## config.mk

```make
export PLATFORM = sky130hd
export DESIGN_NAME = table_call_sequencer_flat
export DESIGN_NICKNAME = d
export VERILOG_FILES = /design/src/shared/pct_pkg.sv /design/src/shared/pct_if.sv /design/src/design/table_call_sequencer.sv /design/src/flat_wrapper.sv
export SDC_FILE = /design/constraint.sdc
export NUM_CORES = 1
export LEC_CHECK = 0
export BUFFER_PORTS_ARGS = -buffer_cell sky130_fd_sc_hd__buf_2
export CORE_MARGIN = 2
export CORE_UTILIZATION = 40
export DETAILED_ROUTE_END_ITERATION = 6
export HOLD_SLACK_MARGIN = 0.03
export PLACE_DENSITY_LB_ADDON = 0.25
export REMOVE_ABC_BUFFERS = 1
export SLEW_MARGIN = 20
export SYNTH_ARGS = -nofsm -noshare
export SYNTH_HDL_FRONTEND = slang
export SYNTH_SLANG_ARGS = --single-unit
```

## constraint.sdc

```tcl
create_clock -name mclk -period 2.3 [get_ports mclk]
set_input_delay 0.46 -clock mclk [delete_from_list [all_inputs] [get_ports mclk]]
set_output_delay 0.46 -clock mclk [all_outputs]
set_load 0.05 [all_outputs]
```

## src/shared/pct_pkg.sv

```systemverilog
package pct_pkg;
  localparam int TABLE_DEPTH = 4096;
  localparam int WAVE_DEPTH = 16000;
  localparam int PROG_DEPTH = 32768;
  localparam int MIN_WAVE_LEN = 16;
  localparam int SEQ_CYCLE_PS = 4000;
  localparam int MCLK_PERIOD_PS = 20000;
  localparam int SEQ_CYCLES = (SEQ_CYCLE_PS / MCLK_PERIOD_PS) < 1 ? 1 :
    (SEQ_CYCLE_PS / MCLK_PERIOD_PS);
  localparam int CT_IDX_W = 16;
  localparam int WAVE_W = 14;
  localparam int LEN_W = 16;
  localparam int PROG_AW = 15;
  localparam int VAL_W = 16;
  localparam int OSC_W = 2;
  localparam int OSC_COUNT = 1 << OSC_W;
  localparam int ACC_W = 32;
  localparam logic [VAL_W-1:0] GAIN_RESET = 16'h0000;
  localparam logic [VAL_W-1:0] PHASE_RESET = 16'h0000;
  localparam logic [OSC_W-1:0] OSC_RESET = 2'h0;
  localparam logic [11:0] REG_CTRL = 12'h000;
  localparam logic [11:0] REG_RUN = 12'h004;
  localparam logic [11:0] REG_CT_ADDR = 12'h008;
  localparam logic [11:0] REG_CT_DATA0 = 12'h00C;
  localparam logic [11:0] REG_CT_DATA1 = 12'h010;
  localparam logic [11:0] REG_CT_DATA2 = 12'h014;
  localparam logic [11:0] REG_CT_DATA3 = 12'h018;
  localparam logic [11:0] REG_CT_COMMIT = 12'h01C;
  localparam logic [11:0] REG_BIND = 12'h020;
  localparam logic [11:0] REG_SAMPLE_ADDR = 12'h024;
  localparam logic [11:0] REG_SAMPLE_DATA = 12'h028;
  localparam logic [11:0] REG_PROG_ADDR = 12'h02C;
  localparam logic [11:0] REG_PROG_DATA = 12'h030;
  localparam logic [11:0] REG_STATUS = 12'h034;
  localparam int BIND_DUAL_BIT = 14;
  localparam int LEN_POS = 16;

  typedef struct packed {
    logic waveEn;
    logic [WAVE_W-1:0] wave;
    logic phaseEn;
    logic phaseInc;
    logic [VAL_W-1:0] phase;
    logic [3:0] gainEn;
    logic [3:0] gainInc;
    logic [3:0][VAL_W-1:0] gain;
    logic oscEn;
    logic [OSC_W-1:0] osc;
  } ct_entry_t;

  localparam int CT_ENTRY_W = $bits(ct_entry_t);
endpackage : pct_pkg

```

## src/shared/pct_if.sv

```systemverilog
`timescale 1ns/1ps
interface pct_if;
  logic runValid;
  logic [pct_pkg::CT_IDX_W-1:0] runIndex;
  logic ctWe;
  logic [pct_pkg::CT_IDX_W-1:0] ctAddr;
  pct_pkg::ct_entry_t ctData;
  logic bindWe;
  logic [pct_pkg::WAVE_W-1:0] bindWave;
  logic [pct_pkg::LEN_W-1:0] bindLen;
  logic bindDual;
  logic sampleWe;
  logic [pct_pkg::WAVE_W-1:0] sampleWave;
  logic [pct_pkg::LEN_W-1:0] sampleAddr;
  logic [pct_pkg::VAL_W-1:0] sampleData;
  logic progLoad;
  logic progWe;
  logic [pct_pkg::PROG_AW-1:0] progAddr;
  logic [31:0] progData;
  logic [pct_pkg::PROG_AW-1:0] fetchAddr;
  logic [31:0] fetchData;
  logic playStart;
  logic runError;
  logic bindError;

  modport dev (
    input runValid, runIndex, ctWe, ctAddr, ctData, bindWe, bindWave,
    bindLen, bindDual, sampleWe, sampleWave, sampleAddr, sampleData,
    progLoad, progWe, progAddr, progData, fetchAddr,
    output fetchData, playStart, runError, bindError
  );
  modport seq (
    output runValid, runIndex, ctWe, ctAddr, ctData, bindWe, bindWave,
    bindLen, bindDual, sampleWe, sampleWave, sampleAddr, sampleData,
    progLoad, progWe, progAddr, progData, fetchAddr,
    input fetchData, playStart, runError, bindError
  );
endinterface : pct_if

```

## src/design/table_call_sequencer.sv

```systemverilog
// The register addresses and the APB register port were decided locally.
`timescale 1ns/1ps
module table_call_sequencer (
  // clock and reset
  input wire logic mclk,
  input wire logic reset,
  // apb slave
  input wire logic psel,
  input wire logic penable,
  input wire logic pwrite,
  input wire logic [11:0] paddr,
  input wire logic [31:0] pwdata,
  output logic [31:0] prdata,
  output logic pready,
  output logic pslverr,
  // engine link
  pct_if.seq link
);
  typedef struct packed {
    logic [31:0] prdata;
    logic pready;
    logic pslverr;
    logic runValid;
    logic [pct_pkg::CT_IDX_W-1:0] runIndex;
    logic ctWe;
    logic [pct_pkg::CT_IDX_W-1:0] ctAddr;
    logic [3:0][31:0] ctWord;
    logic bindWe;
    logic [pct_pkg::WAVE_W-1:0] bindWave;
    logic [pct_pkg::LEN_W-1:0] bindLen;
    logic bindDual;
    logic sampleWe;
    logic [pct_pkg::WAVE_W-1:0] sampleWave;
    logic [pct_pkg::LEN_W-1:0] sampleAddr;
    logic [pct_pkg::VAL_W-1:0] sampleData;
    logic progLoad;
    logic progWe;
    logic [pct_pkg::PROG_AW-1:0] progAddr;
    logic [31:0] progData;
    logic runErr;
    logic bindErr;
    logic tableLoaded;
    logic [15:0] playCount;
  } seq_t;

  seq_t h;
  seq_t next_h;
  logic mapped;
  logic wr;

  assign mapped = paddr[1:0] == 2'h0 && paddr <= pct_pkg::REG_STATUS;
  assign wr = psel && penable && h.pready && pwrite && mapped;

  always_comb
  begin
    next_h = h;
    next_h.pready = 1'b0;
    next_h.pslverr = 1'b0;
    next_h.runValid = 1'b0;
    next_h.ctWe = 1'b0;
    next_h.bindWe = 1'b0;
    next_h.sampleWe = 1'b0;
    next_h.progLoad = 1'b0;
    next_h.progWe = 1'b0;
    if (h.sampleWe)
    begin
      next_h.sampleAddr = h.sampleAddr + 16'h0001;
    end
    if (h.progWe)
    begin
      next_h.progAddr = h.progAddr + 15'h0001;
    end
    // one wait-free answer: pready in the access cycle
    if (psel && !penable && !h.pready)
    begin
      next_h.pready = 1'b1;
      next_h.pslverr = !mapped;
      next_h.prdata = 32'h0000_0000;
      unique case (paddr)
        pct_pkg::REG_RUN: next_h.prdata = {16'h0000, h.runIndex};
        pct_pkg::REG_CT_ADDR: next_h.prdata = {16'h0000, h.ctAddr};
        pct_pkg::REG_CT_DATA0: next_h.prdata = h.ctWord[0];
        pct_pkg::REG_CT_DATA1: next_h.prdata = h.ctWord[1];
        pct_pkg::REG_CT_DATA2: next_h.prdata = h.ctWord[2];
        pct_pkg::REG_CT_DATA3: next_h.prdata = h.ctWord[3];
        pct_pkg::REG_SAMPLE_ADDR:
          next_h.prdata = {h.sampleAddr, 2'h0, h.sampleWave};
        pct_pkg::REG_PROG_ADDR: next_h.prdata = {17'h00000, h.progAddr};
        pct_pkg::REG_PROG_DATA: next_h.prdata = link.fetchData;
        pct_pkg::REG_STATUS:
          next_h.prdata = {h.playCount, 13'h0000, h.tableLoaded,
            h.bindErr, h.runErr};
        default: next_h.prdata = 32'h0000_0000;
      endcase
    end
    if (wr)
    begin
      unique case (paddr)
        pct_pkg::REG_CTRL:
          if (pwdata[0])
          begin
            next_h.progLoad = 1'b1;
            next_h.tableLoaded = 1'b0;
            next_h.progAddr = '0;
          end
        pct_pkg::REG_RUN:
          if (h.tableLoaded)
          begin
            next_h.runValid = 1'b1;
            next_h.runIndex = pwdata[pct_pkg::CT_IDX_W-1:0];
          end
          else
          begin
            next_h.runErr = 1'b1;
          end
        pct_pkg::REG_CT_ADDR:
          next_h.ctAddr = pwdata[pct_pkg::CT_IDX_W-1:0];
        pct_pkg::REG_CT_DATA0: next_h.ctWord[0] = pwdata;
        pct_pkg::REG_CT_DATA1: next_h.ctWord[1] = pwdata;
        pct_pkg::REG_CT_DATA2: next_h.ctWord[2] = pwdata;
        pct_pkg::REG_CT_DATA3: next_h.ctWord[3] = pwdata;
        pct_pkg::REG_CT_COMMIT:
        begin
          next_h.ctWe = 1'b1;
          next_h.tableLoaded = pwdata[0] | h.tableLoaded;
        end
        pct_pkg::REG_BIND:
        begin
          next_h.bindWave = pwdata[pct_pkg::WAVE_W-1:0];
          next_h.bindDual = pwdata[pct_pkg::BIND_DUAL_BIT];
          next_h.bindLen = pwdata[pct_pkg::LEN_POS +: pct_pkg::LEN_W];
          if (pwdata[pct_pkg::LEN_POS +: pct_pkg::LEN_W]
            < pct_pkg::MIN_WAVE_LEN)
          begin
            next_h.bindErr = 1'b1;
          end
          else
          begin
            next_h.bindWe = 1'b1;
          end
        end
        pct_pkg::REG_SAMPLE_ADDR:
        begin
          next_h.sampleWave = pwdata[pct_pkg::WAVE_W-1:0];
          next_h.sampleAddr = pwdata[pct_pkg::LEN_POS +: pct_pkg::LEN_W];
        end
        pct_pkg::REG_SAMPLE_DATA:
        begin
          next_h.sampleWe = 1'b1;
          next_h.sampleData = pwdata[pct_pkg::VAL_W-1:0];
        end
        pct_pkg::REG_PROG_ADDR:
          next_h.progAddr = pwdata[pct_pkg::PROG_AW-1:0];
        pct_pkg::REG_PROG_DATA:
        begin
          next_h.progWe = 1'b1;
          next_h.progData = pwdata;
        end
        pct_pkg::REG_STATUS:
        begin
          next_h.runErr = h.runErr & ~pwdata[0];
          next_h.bindErr = h.bindErr & ~pwdata[1];
        end
        default: next_h.prdata = h.prdata;
      endcase
    end
    // engine events are set after any clear so they win
    if (link.runError)
    begin
      next_h.runErr = 1'b1;
    end
    if (link.bindError)
    begin
      next_h.bindErr = 1'b1;
    end
    if (link.playStart)
    begin
      next_h.playCount = h.playCount + 16'h0001;
    end
  end

  always_ff @(posedge mclk)
  begin
    if (reset)
    begin
      h <= '0;
    end
    else
    begin
      h <= next_h;
    end
  end

  assign prdata = h.prdata;
  assign pready = h.pready;
  assign pslverr = h.pslverr;
  assign link.runValid = h.runValid;
  assign link.runIndex = h.runIndex;
  assign link.ctWe = h.ctWe;
  assign link.ctAddr = h.ctAddr;
  // entry bits sit in words 0..2 and the low part of word 3
  assign link.ctData = pct_pkg::ct_entry_t'({
    h.ctWord[3][pct_pkg::CT_ENTRY_W-97:0], h.ctWord[2], h.ctWord[1],
    h.ctWord[0]});
  assign link.bindWe = h.bindWe;
  assign link.bindWave = h.bindWave;
  assign link.bindLen = h.bindLen;
  assign link.bindDual = h.bindDual;
  assign link.sampleWe = h.sampleWe;
  assign link.sampleWave = h.sampleWave;
  assign link.sampleAddr = h.sampleAddr;
  assign link.sampleData = h.sampleData;
  assign link.progLoad = h.progLoad;
  assign link.progWe = h.progWe;
  assign link.progAddr = h.progAddr;
  assign link.progData = h.progData;
  assign link.fetchAddr = h.progAddr;
endmodule : table_call_sequencer

```

## src/flat_wrapper.sv

```systemverilog
// flat-port wrapper written by rule: the top's interface ports become plain ports
module table_call_sequencer_flat 
  (mclk, reset, psel, penable, pwrite, paddr, pwdata, prdata, pready, pslverr, link_runValid, link_runIndex, link_ctWe, link_ctAddr, link_ctData, link_bindWe, link_bindWave, link_bindLen, link_bindDual, link_sampleWe, link_sampleWave, link_sampleAddr, link_sampleData, link_progLoad, link_progWe, link_progAddr, link_progData, link_fetchAddr, link_fetchData, link_playStart, link_runError, link_bindError);
  pct_if link_i ();
  input wire logic mclk;
  input wire logic reset;
  input wire logic psel;
  input wire logic penable;
  input wire logic pwrite;
  input wire logic [11:0] paddr;
  input wire logic [31:0] pwdata;
  output logic [31:0] prdata;
  output logic pready;
  output logic pslverr;
  output wire logic [$bits(link_i.runValid)-1:0] link_runValid;
  output wire logic [$bits(link_i.runIndex)-1:0] link_runIndex;
  output wire logic [$bits(link_i.ctWe)-1:0] link_ctWe;
  output wire logic [$bits(link_i.ctAddr)-1:0] link_ctAddr;
  output wire logic [$bits(link_i.ctData)-1:0] link_ctData;
  output wire logic [$bits(link_i.bindWe)-1:0] link_bindWe;
  output wire logic [$bits(link_i.bindWave)-1:0] link_bindWave;
  output wire logic [$bits(link_i.bindLen)-1:0] link_bindLen;
  output wire logic [$bits(link_i.bindDual)-1:0] link_bindDual;
  output wire logic [$bits(link_i.sampleWe)-1:0] link_sampleWe;
  output wire logic [$bits(link_i.sampleWave)-1:0] link_sampleWave;
  output wire logic [$bits(link_i.sampleAddr)-1:0] link_sampleAddr;
  output wire logic [$bits(link_i.sampleData)-1:0] link_sampleData;
  output wire logic [$bits(link_i.progLoad)-1:0] link_progLoad;
  output wire logic [$bits(link_i.progWe)-1:0] link_progWe;
  output wire logic [$bits(link_i.progAddr)-1:0] link_progAddr;
  output wire logic [$bits(link_i.progData)-1:0] link_progData;
  output wire logic [$bits(link_i.fetchAddr)-1:0] link_fetchAddr;
  input wire logic [$bits(link_i.fetchData)-1:0] link_fetchData;
  input wire logic [$bits(link_i.playStart)-1:0] link_playStart;
  input wire logic [$bits(link_i.runError)-1:0] link_runError;
  input wire logic [$bits(link_i.bindError)-1:0] link_bindError;
  assign link_runValid = link_i.runValid;
  assign link_runIndex = link_i.runIndex;
  assign link_ctWe = link_i.ctWe;
  assign link_ctAddr = link_i.ctAddr;
  assign link_ctData = link_i.ctData;
  assign link_bindWe = link_i.bindWe;
  assign link_bindWave = link_i.bindWave;
  assign link_bindLen = link_i.bindLen;
  assign link_bindDual = link_i.bindDual;
  assign link_sampleWe = link_i.sampleWe;
  assign link_sampleWave = link_i.sampleWave;
  assign link_sampleAddr = link_i.sampleAddr;
  assign link_sampleData = link_i.sampleData;
  assign link_progLoad = link_i.progLoad;
  assign link_progWe = link_i.progWe;
  assign link_progAddr = link_i.progAddr;
  assign link_progData = link_i.progData;
  assign link_fetchAddr = link_i.fetchAddr;
  assign link_i.fetchData = link_fetchData;
  assign link_i.playStart = link_playStart;
  assign link_i.runError = link_runError;
  assign link_i.bindError = link_bindError;
  table_call_sequencer u_core (.mclk(mclk), .reset(reset), .psel(psel), .penable(penable), .pwrite(pwrite), .paddr(paddr), .pwdata(pwdata), .prdata(prdata), .pready(pready), .pslverr(pslverr), .link(link_i));
endmodule
```

# Word-level counts from Yosys, hierarchy flattened

Cells that the tools add are included.

Magnitude comparators: 2
Reductions and logical operators: 36
Bitwise logic cells: 10
Multiplexer cells: 27
Add/subtract/negate cells: 3
Eq/ne operators: 17

Operators by type and width:

| operator                                                                      | number |
|---|---|
| 32-bit one-hot mux with 10 select lines                                       | 1 |
| 32-bit 2-to-1 mux                                                             | 3 |
| 84-bit 2-to-1 mux                                                             | 1 |
| 12-bit by 6-bit equality test with 1-bit output, second input constant        | 6 |
| 12-bit by 5-bit equality test with 1-bit output, second input constant        | 4 |
| 16-bit 2-to-1 mux                                                             | 3 |
| 34-bit 2-to-1 mux                                                             | 1 |
| 16-bit by 1-bit adder with 16-bit output, second input constant               | 2 |
| 15-bit 2-to-1 mux                                                             | 2 |
| 15-bit one-hot mux with 2 select lines                                        | 1 |
| 12-bit by 4-bit equality test with 1-bit output, second input constant        | 2 |
| 2-bit AND reduction                                                           | 9 |
| 17-bit 2-to-1 mux                                                             | 1 |
| 16-bit by 5-bit less-than comparator with 1-bit output, second input constant | 1 |
| 15-bit by 1-bit adder with 15-bit output, second input constant               | 1 |
| 14-bit OR reduction                                                           | 1 |
| 12-bit by 3-bit equality test with 1-bit output, second input constant        | 1 |
| 12-bit by 6-bit <= comparator with 1-bit output, second input constant        | 1 |
| 12-bit logical NOT                                                            | 1 |
| 3-bit AND reduction                                                           | 4 |
| 1-bit 2-to-1 mux                                                              | 11 |
| 3-bit OR reduction                                                            | 3 |
| 1-bit logical AND                                                             | 7 |
| 1-bit NOT                                                                     | 7 |
| 11 further kinds                                                              | 21 |

Output and inout port bits: 319
Logic and storage cells: 122
Register bits: 343
Input port bits: 84

# Depth between registers and ports, before layout

Depth after elaboration: 6
Mapped depth: 8
Gate-level depth less buffers: 6

# Worst setup path before layout

Ideal clock, no wire load.

Path kind: input -> register
From: input port paddr[3]
To: register u_core.h (netlist bit u_core.link.runIndex[10])
Required time: 2.172 ns
Setup time: 0.128 ns
Buffers on the path: 2
Path slack: -0.142 ns
Arrival time: 2.314 ns
Cell stages on the path: 7
Cell sequence: buf_2 nor4b_2 nand3_2 a2111oi_4 buf_6 mux2i_1 nor2_1

Cells in the longest elaborated chain, start to end: 4
Elaborated cells on any way between the ends: 5
Those cells by class: order compare: 1; eq/ne: 1; reduce/logical: 3

RTL lines:

| element                                         | line                        | text |
|---|---|---|
| from (decl)                                     | flat_wrapper.sv:10          | `input wire logic [11:0] paddr;` |
| 12-bit by 6-bit <= comparator with 1-bit output | table_call_sequencer.sv:51  | `assign mapped = paddr[1:0] == 2'h0 && paddr <= pct_pkg::REG_STATUS;` |
| 1-bit logical AND                               | table_call_sequencer.sv:51  |  |
| 1-bit logical AND                               | table_call_sequencer.sv:52  | `assign wr = psel && penable && h.pready && pwrite && mapped;` |
| 3-bit AND reduction (no source line) *          | --                          |  |
| to (signal assigned)                            | table_call_sequencer.sv:190 | `h <= next_h;` |
| to (decl)                                       | table_call_sequencer.sv:46  | `seq_t h;` |

Mark *: on every way between the ends. The rest lies on a longest branch, timed or not.
A chain may end at the register's enable or synchronous reset.

# Worst setup path after layout

From: input port paddr[9]
To: register u_core.h (netlist bit u_core.prdata[15])

Cells in the longest elaborated chain, start to end: 5
Elaborated cells on any way between the ends: 23
Those cells by class: order compare: 1; eq/ne: 14; mux: 4; reduce/logical: 4

RTL lines:

| element                                                                 | line                                                   | text |
|---|---|---|
| 12-bit by 6-bit equality test with 1-bit output (tied with other cells) | table_call_sequencer.sv:79, table_call_sequencer.sv:98 |  |
| 32-bit one-hot mux with 10 select lines                                 | table_call_sequencer.sv:79                             | `unique case (paddr)` |
| 34-bit 2-to-1 mux                                                       | table_call_sequencer.sv:74                             | `if (psel && !penable && !h.pready)` |
| 32-bit 2-to-1 mux                                                       | table_call_sequencer.sv:98                             | `unique case (paddr)` |
| 32-bit 2-to-1 mux                                                       | table_call_sequencer.sv:96                             | `if (wr)` |

Parallel ways exist; a longest one is shown, timed or not. The select of a mux whose other input is x is not followed.

==> results.py <==
metrics = {
    "yosys": {
        "syn_area_sq_um": 17100,
        "avgSynthCellArea_sq_um": 8.34,
        "synth_flop_cell": "dfxtp_1",
        "async_flop_share": 0,
        "seq_area_frac_synth": 0.401,
        "yosysWarnings": 0,
        "synth_edf_count": 0,
        "ys_seq_elements": 343,
        "synth_cell_types": 68,
        "synth_cells": 2051,
    },
    "cells_and_area": {
        "drive_gt1_frac": 0.312,
        "area_growth_pct": 16.3,
        "utilization": 0.473,
        "finalNonFillerCells": 2787,
        "nNetsFinal": 2305,
    },
    "floorplanning": {
        "die_w_um": 211,
        "die-area_sq_um": 44400,
        "die_h_um": 211,
        "rows": 75,
        "coreArea_sq_um": 42000,
        "initial_core_util": 0.407,
        "io_pins": 403,
    },
    "setup_path": {
        "path_class": "primary input to flop",
        "slowest_delay_ns": 0.53,
        "endpoint_kind": "flop",
        "path_depth": 8,
        "ff2ff_path_depth": 7,
        "cp.arrival_ns": 2.61,
        "reg2reg_setup_slack_ns": 0.22,
        "cp_top_family": "simple AND/OR/NAND/NOR gates",
        "r2r-end": "u_core.link.runIndex[7]",
        "cp_num_buf_inv": 4,
        "r2r_start": "u_core.pready",
        "cp_slowest_cell": "or4_1",
        "cp_common_cell": "buf_4",
        "worst-path-max-fanout": 17,
        "path_cells": "buf_2 > or4_1 > buf_4 > buf_12 > nor4_2 > buf_4 > a222oi_1 > a31oi_1",
        "cp.required_ns": 2.77,
        "worstSetupStartpointType": "primary input",
    },
    "power": {
        "total_leakage_power_nw": 8.12,
        "p_clk_frac": 0.477,
        "internal-power_mw": 9.86,
        "swShare": 0.240,
        "p_switching_mw": 3.11,
        "p_per_area_nw_per_um2": 652,
        "power_frac_comb": 0.061,
        "sequentialPowerShare": 0.462,
        "ir_drop_mv": 0.457,
    },
    "run_status": {
        "status": "finished, final reports clean",
    },
    "global_route": {
        "grt_pass1_wl_um": 93200,
        "first_global_vias": 14400,
        "grt_start_max_net_pins": 84,
        "grt_overflow": 0,
        "antenna_found_initial": 9,
        "grt.total_usage": 0.279,
    },
    "hold_path": {
        "hold_depth": 3,
        "min_to": "u_core.h[18]",
        "hold_class": "primary input to flop",
        "worstHoldStart": "link_runError",
    },
    "detailed_routing": {
        "drc": 0,
        "drt_first_pass_iters": 6,
        "vias_per_cell": 5.48,
        "route.detailed.wl_per_inst_um": 22.9,
        "wirelength_um": 63900,
        "ant_nets": 0,
        "dr_total_vias": 15300,
        "drt_iter0_markers": 1269,
    },
    "clock_tree": {
        "cts_resized": 0,
        "cts.hold.buffers_added": 0,
        "h-tree-depth": 2,
        "numCtsBuffers": 39,
        "cts_tree": "built",
        "clock_latency_ns": 0.56,
        "clkSinkCount": 343,
        "clkTransAtPathRegs_ns": 0.06,
        "cts-root-buf": "clkbuf_16",
        "clockBufferDepth": 3,
        "cts_setup_buffers": 0,
    },
    "timing": {
        "max_freq_mhz": 469,
        "setup_viol": 0,
        "hold_viol": 0,
        "finalWorstSetupSlack_ns": 0.167,
        "tightest_slew_ns": 0.957,
        "drv_slew": 0,
        "skew_ns": 0.0231,
        "period_share": 0.928,
        "post-route-min-period_ns": 2.13,
        "slew_headroom": 0.362,
        "grt_setup_unrepaired": "false",
    },
    "placement": {
        "dp.cells": 2716,
        "port_buffers": 402,
        "dp_slack_ns": -0.395,
        "dpl.hpwl_um": 47200,
        "gp_congestion": 0.918,
    },
    "job": {
        "max_cap_violations": 0,
    },
}
-- worst reg2reg max path, stage by stage, from the launching register on --
cell	delay (ns)
dfxtp_1	0.33
nand4_1	0.14
or2_1	0.32
buf_12	0.19
a2111oi_4	0.40
buf_4	0.29
mux2i_1	0.22
nor2_1	0.05
-- cells in the mapped netlist (5+ instances only) --
cell | n | share of area
buf_2 | 40 | 0.012
xnor2_1 | 14 | 0.0072
a21oi_1 | 211 | 0.062
dfxtp_1 | 343 | 0.40
a222oi_1 | 14 | 0.0082
a211oi_1 | 17 | 0.0075
a31oi_1 | 9 | 0.0033
buf_1 | 5 | 0.0011
nand2_1 | 402 | 0.088
buf_4 | 314 | 0.14
o2bb2ai_1 | 26 | 0.013
o22ai_1 | 11 | 0.0040
a22oi_1 | 32 | 0.014
o31ai_1 | 5 | 0.0022
o211ai_1 | 6 | 0.0026
nand4_1 | 16 | 0.0059
nor4_1 | 10 | 0.0037
o21ai_0 | 36 | 0.011
mux2i_1 | 114 | 0.067
mux2_2 | 19 | 0.013
or4_1 | 5 | 0.0022
nor3_1 | 15 | 0.0044
and3_1 | 11 | 0.0040
xor2_1 | 28 | 0.014
nor2_1 | 137 | 0.030
a221oi_1 | 19 | 0.0097
nand3_1 | 16 | 0.0047
clkbuf_1 | 100 | 0.022
-- routing by layer --
| metal | vias to the layer above | GRT usage | routed length [um] |
|---|---|---|---|
| met1 | 7448 | 0.366 | 27000 |
| li1 | 7047 | - | - |
| met5 | - | 0 | 32 |
| met3 | 99 | 0.0507 | 4680 |
| met2 | 663 | 0.462 | 30400 |
| met4 | 4 | 0.0974 | 1850 |
-- flip-flops by register name (all words and copies together) (netlist names), 15 cells and up --
register,count
u_core.link.ctData,108
u_core.h,39
u_core.link.progData,32
u_core.prdata,32
u_core.link.bindLen,16
u_core.link.ctAddr,16
u_core.link.runIndex,16
u_core.link.sampleAddr,16
u_core.link.sampleData,16
u_core.link.fetchAddr,15
-- power groups by stage --
| stage | clock (mW) | combinational [mW] | sequential (mW) |
|---|---|---|---|
| global placement | 0 | 0.777 | 6.12 |
| floorplan | 0 | 0.154 | 6.20 |
| finish | 6.18 | 0.791 | 5.99 |
| detailed placement | 0 | 0.782 | 6.12 |
| global route | 6.51 | 0.828 | 5.99 |
| CTS | 6.28 | 0.783 | 5.99 |
-- cell usage in the layout, fill, tap and decap left out, drive strengths merged, types with 6 or more instances in the layout --
| cell | netlist | layout |
|---|---|---|
| diode | 0 | 7 |
| o21ai | 37 | 37 |
| a2111oi | 8 | 8 |
| xnor2 | 14 | 14 |
| nand2 | 402 | 402 |
| a22oi | 32 | 32 |
| nor3 | 16 | 16 |
| dfxtp | 343 | 343 |
| a211oi | 18 | 18 |
| a222oi | 14 | 14 |
| and3 | 11 | 11 |
| o2bb2ai | 26 | 26 |
| clkinv | 0 | 8 |
| mux2i | 114 | 114 |
| a31oi | 9 | 9 |
| nand3 | 19 | 19 |
| a21oi | 211 | 211 |
| nand4 | 16 | 16 |
| mux2 | 19 | 19 |
| nor4 | 14 | 14 |
| clkbuf | 101 | 54 |
| buf | 360 | 587 |
| o22ai | 11 | 11 |
| o211ai | 6 | 6 |
| xor2 | 28 | 28 |
| a221oi | 19 | 19 |
| nor2 | 137 | 137 |
-- logic make-up after synthesis --
kind of cell,Yosys count,share of synthesized area
AOI/OAI and AO/OA,418,0.158
xor gates and xnor gates,42,0.0215
adders and majority gates,3,0.00219
buffers and inverters,465,0.174
DFF,343,0.401
muxes,133,0.0792
and+or+nand+nor,647,0.163
-- how the worst max path moves through the flow --
stage,slack [ns],end,startpoint
finish,0.17,u_core.prdata[15],paddr[9]
global route,0.007,u_core.link.runIndex[2],paddr[5]
detailed placement,-0.40,u_core.link.progData[23],paddr[4]
floorplan,-2.15,u_core.link.ctData[0],paddr[9]
global placement,-0.38,u_core.link.runIndex[3],paddr[4]
CTS,0.19,u_core.link.progData[18],paddr[4]
-- layout make-up --
type | instances | area [sq um]
multi-input combinational | 1243 | 7370
timing repair buffer | 587 | 3700
clock buffer | 54 | 1130
clock inverter | 10 | 123
sequential | 343 | 6870
inverter | 4 | 15.0
fill | 4145 | 22100
tap | 539 | 674
antenna | 7 | 17.5
-- metrics by stage --
| step | power [mW] | cell area, sq um | setup TNS [ns] | hold slack (ns) |
|---|---|---|---|---|
| detailed placement | 6.90 | 18600 | -87.47 | 0.442 |
| CTS | 13.1 | 19900 | 0 | 0.143 |
| finish | 13.0 | 19900 | 0 | 0.164 |
| global route | 13.3 | 19900 | 0 | 0.179 |
| floorplan | 6.35 | 14100 | -376.21 | 0.427 |
| global placement | 6.90 | 18600 | -80.90 | 0.434 |
No activity file was read; power rests on OpenSTA's default activity.
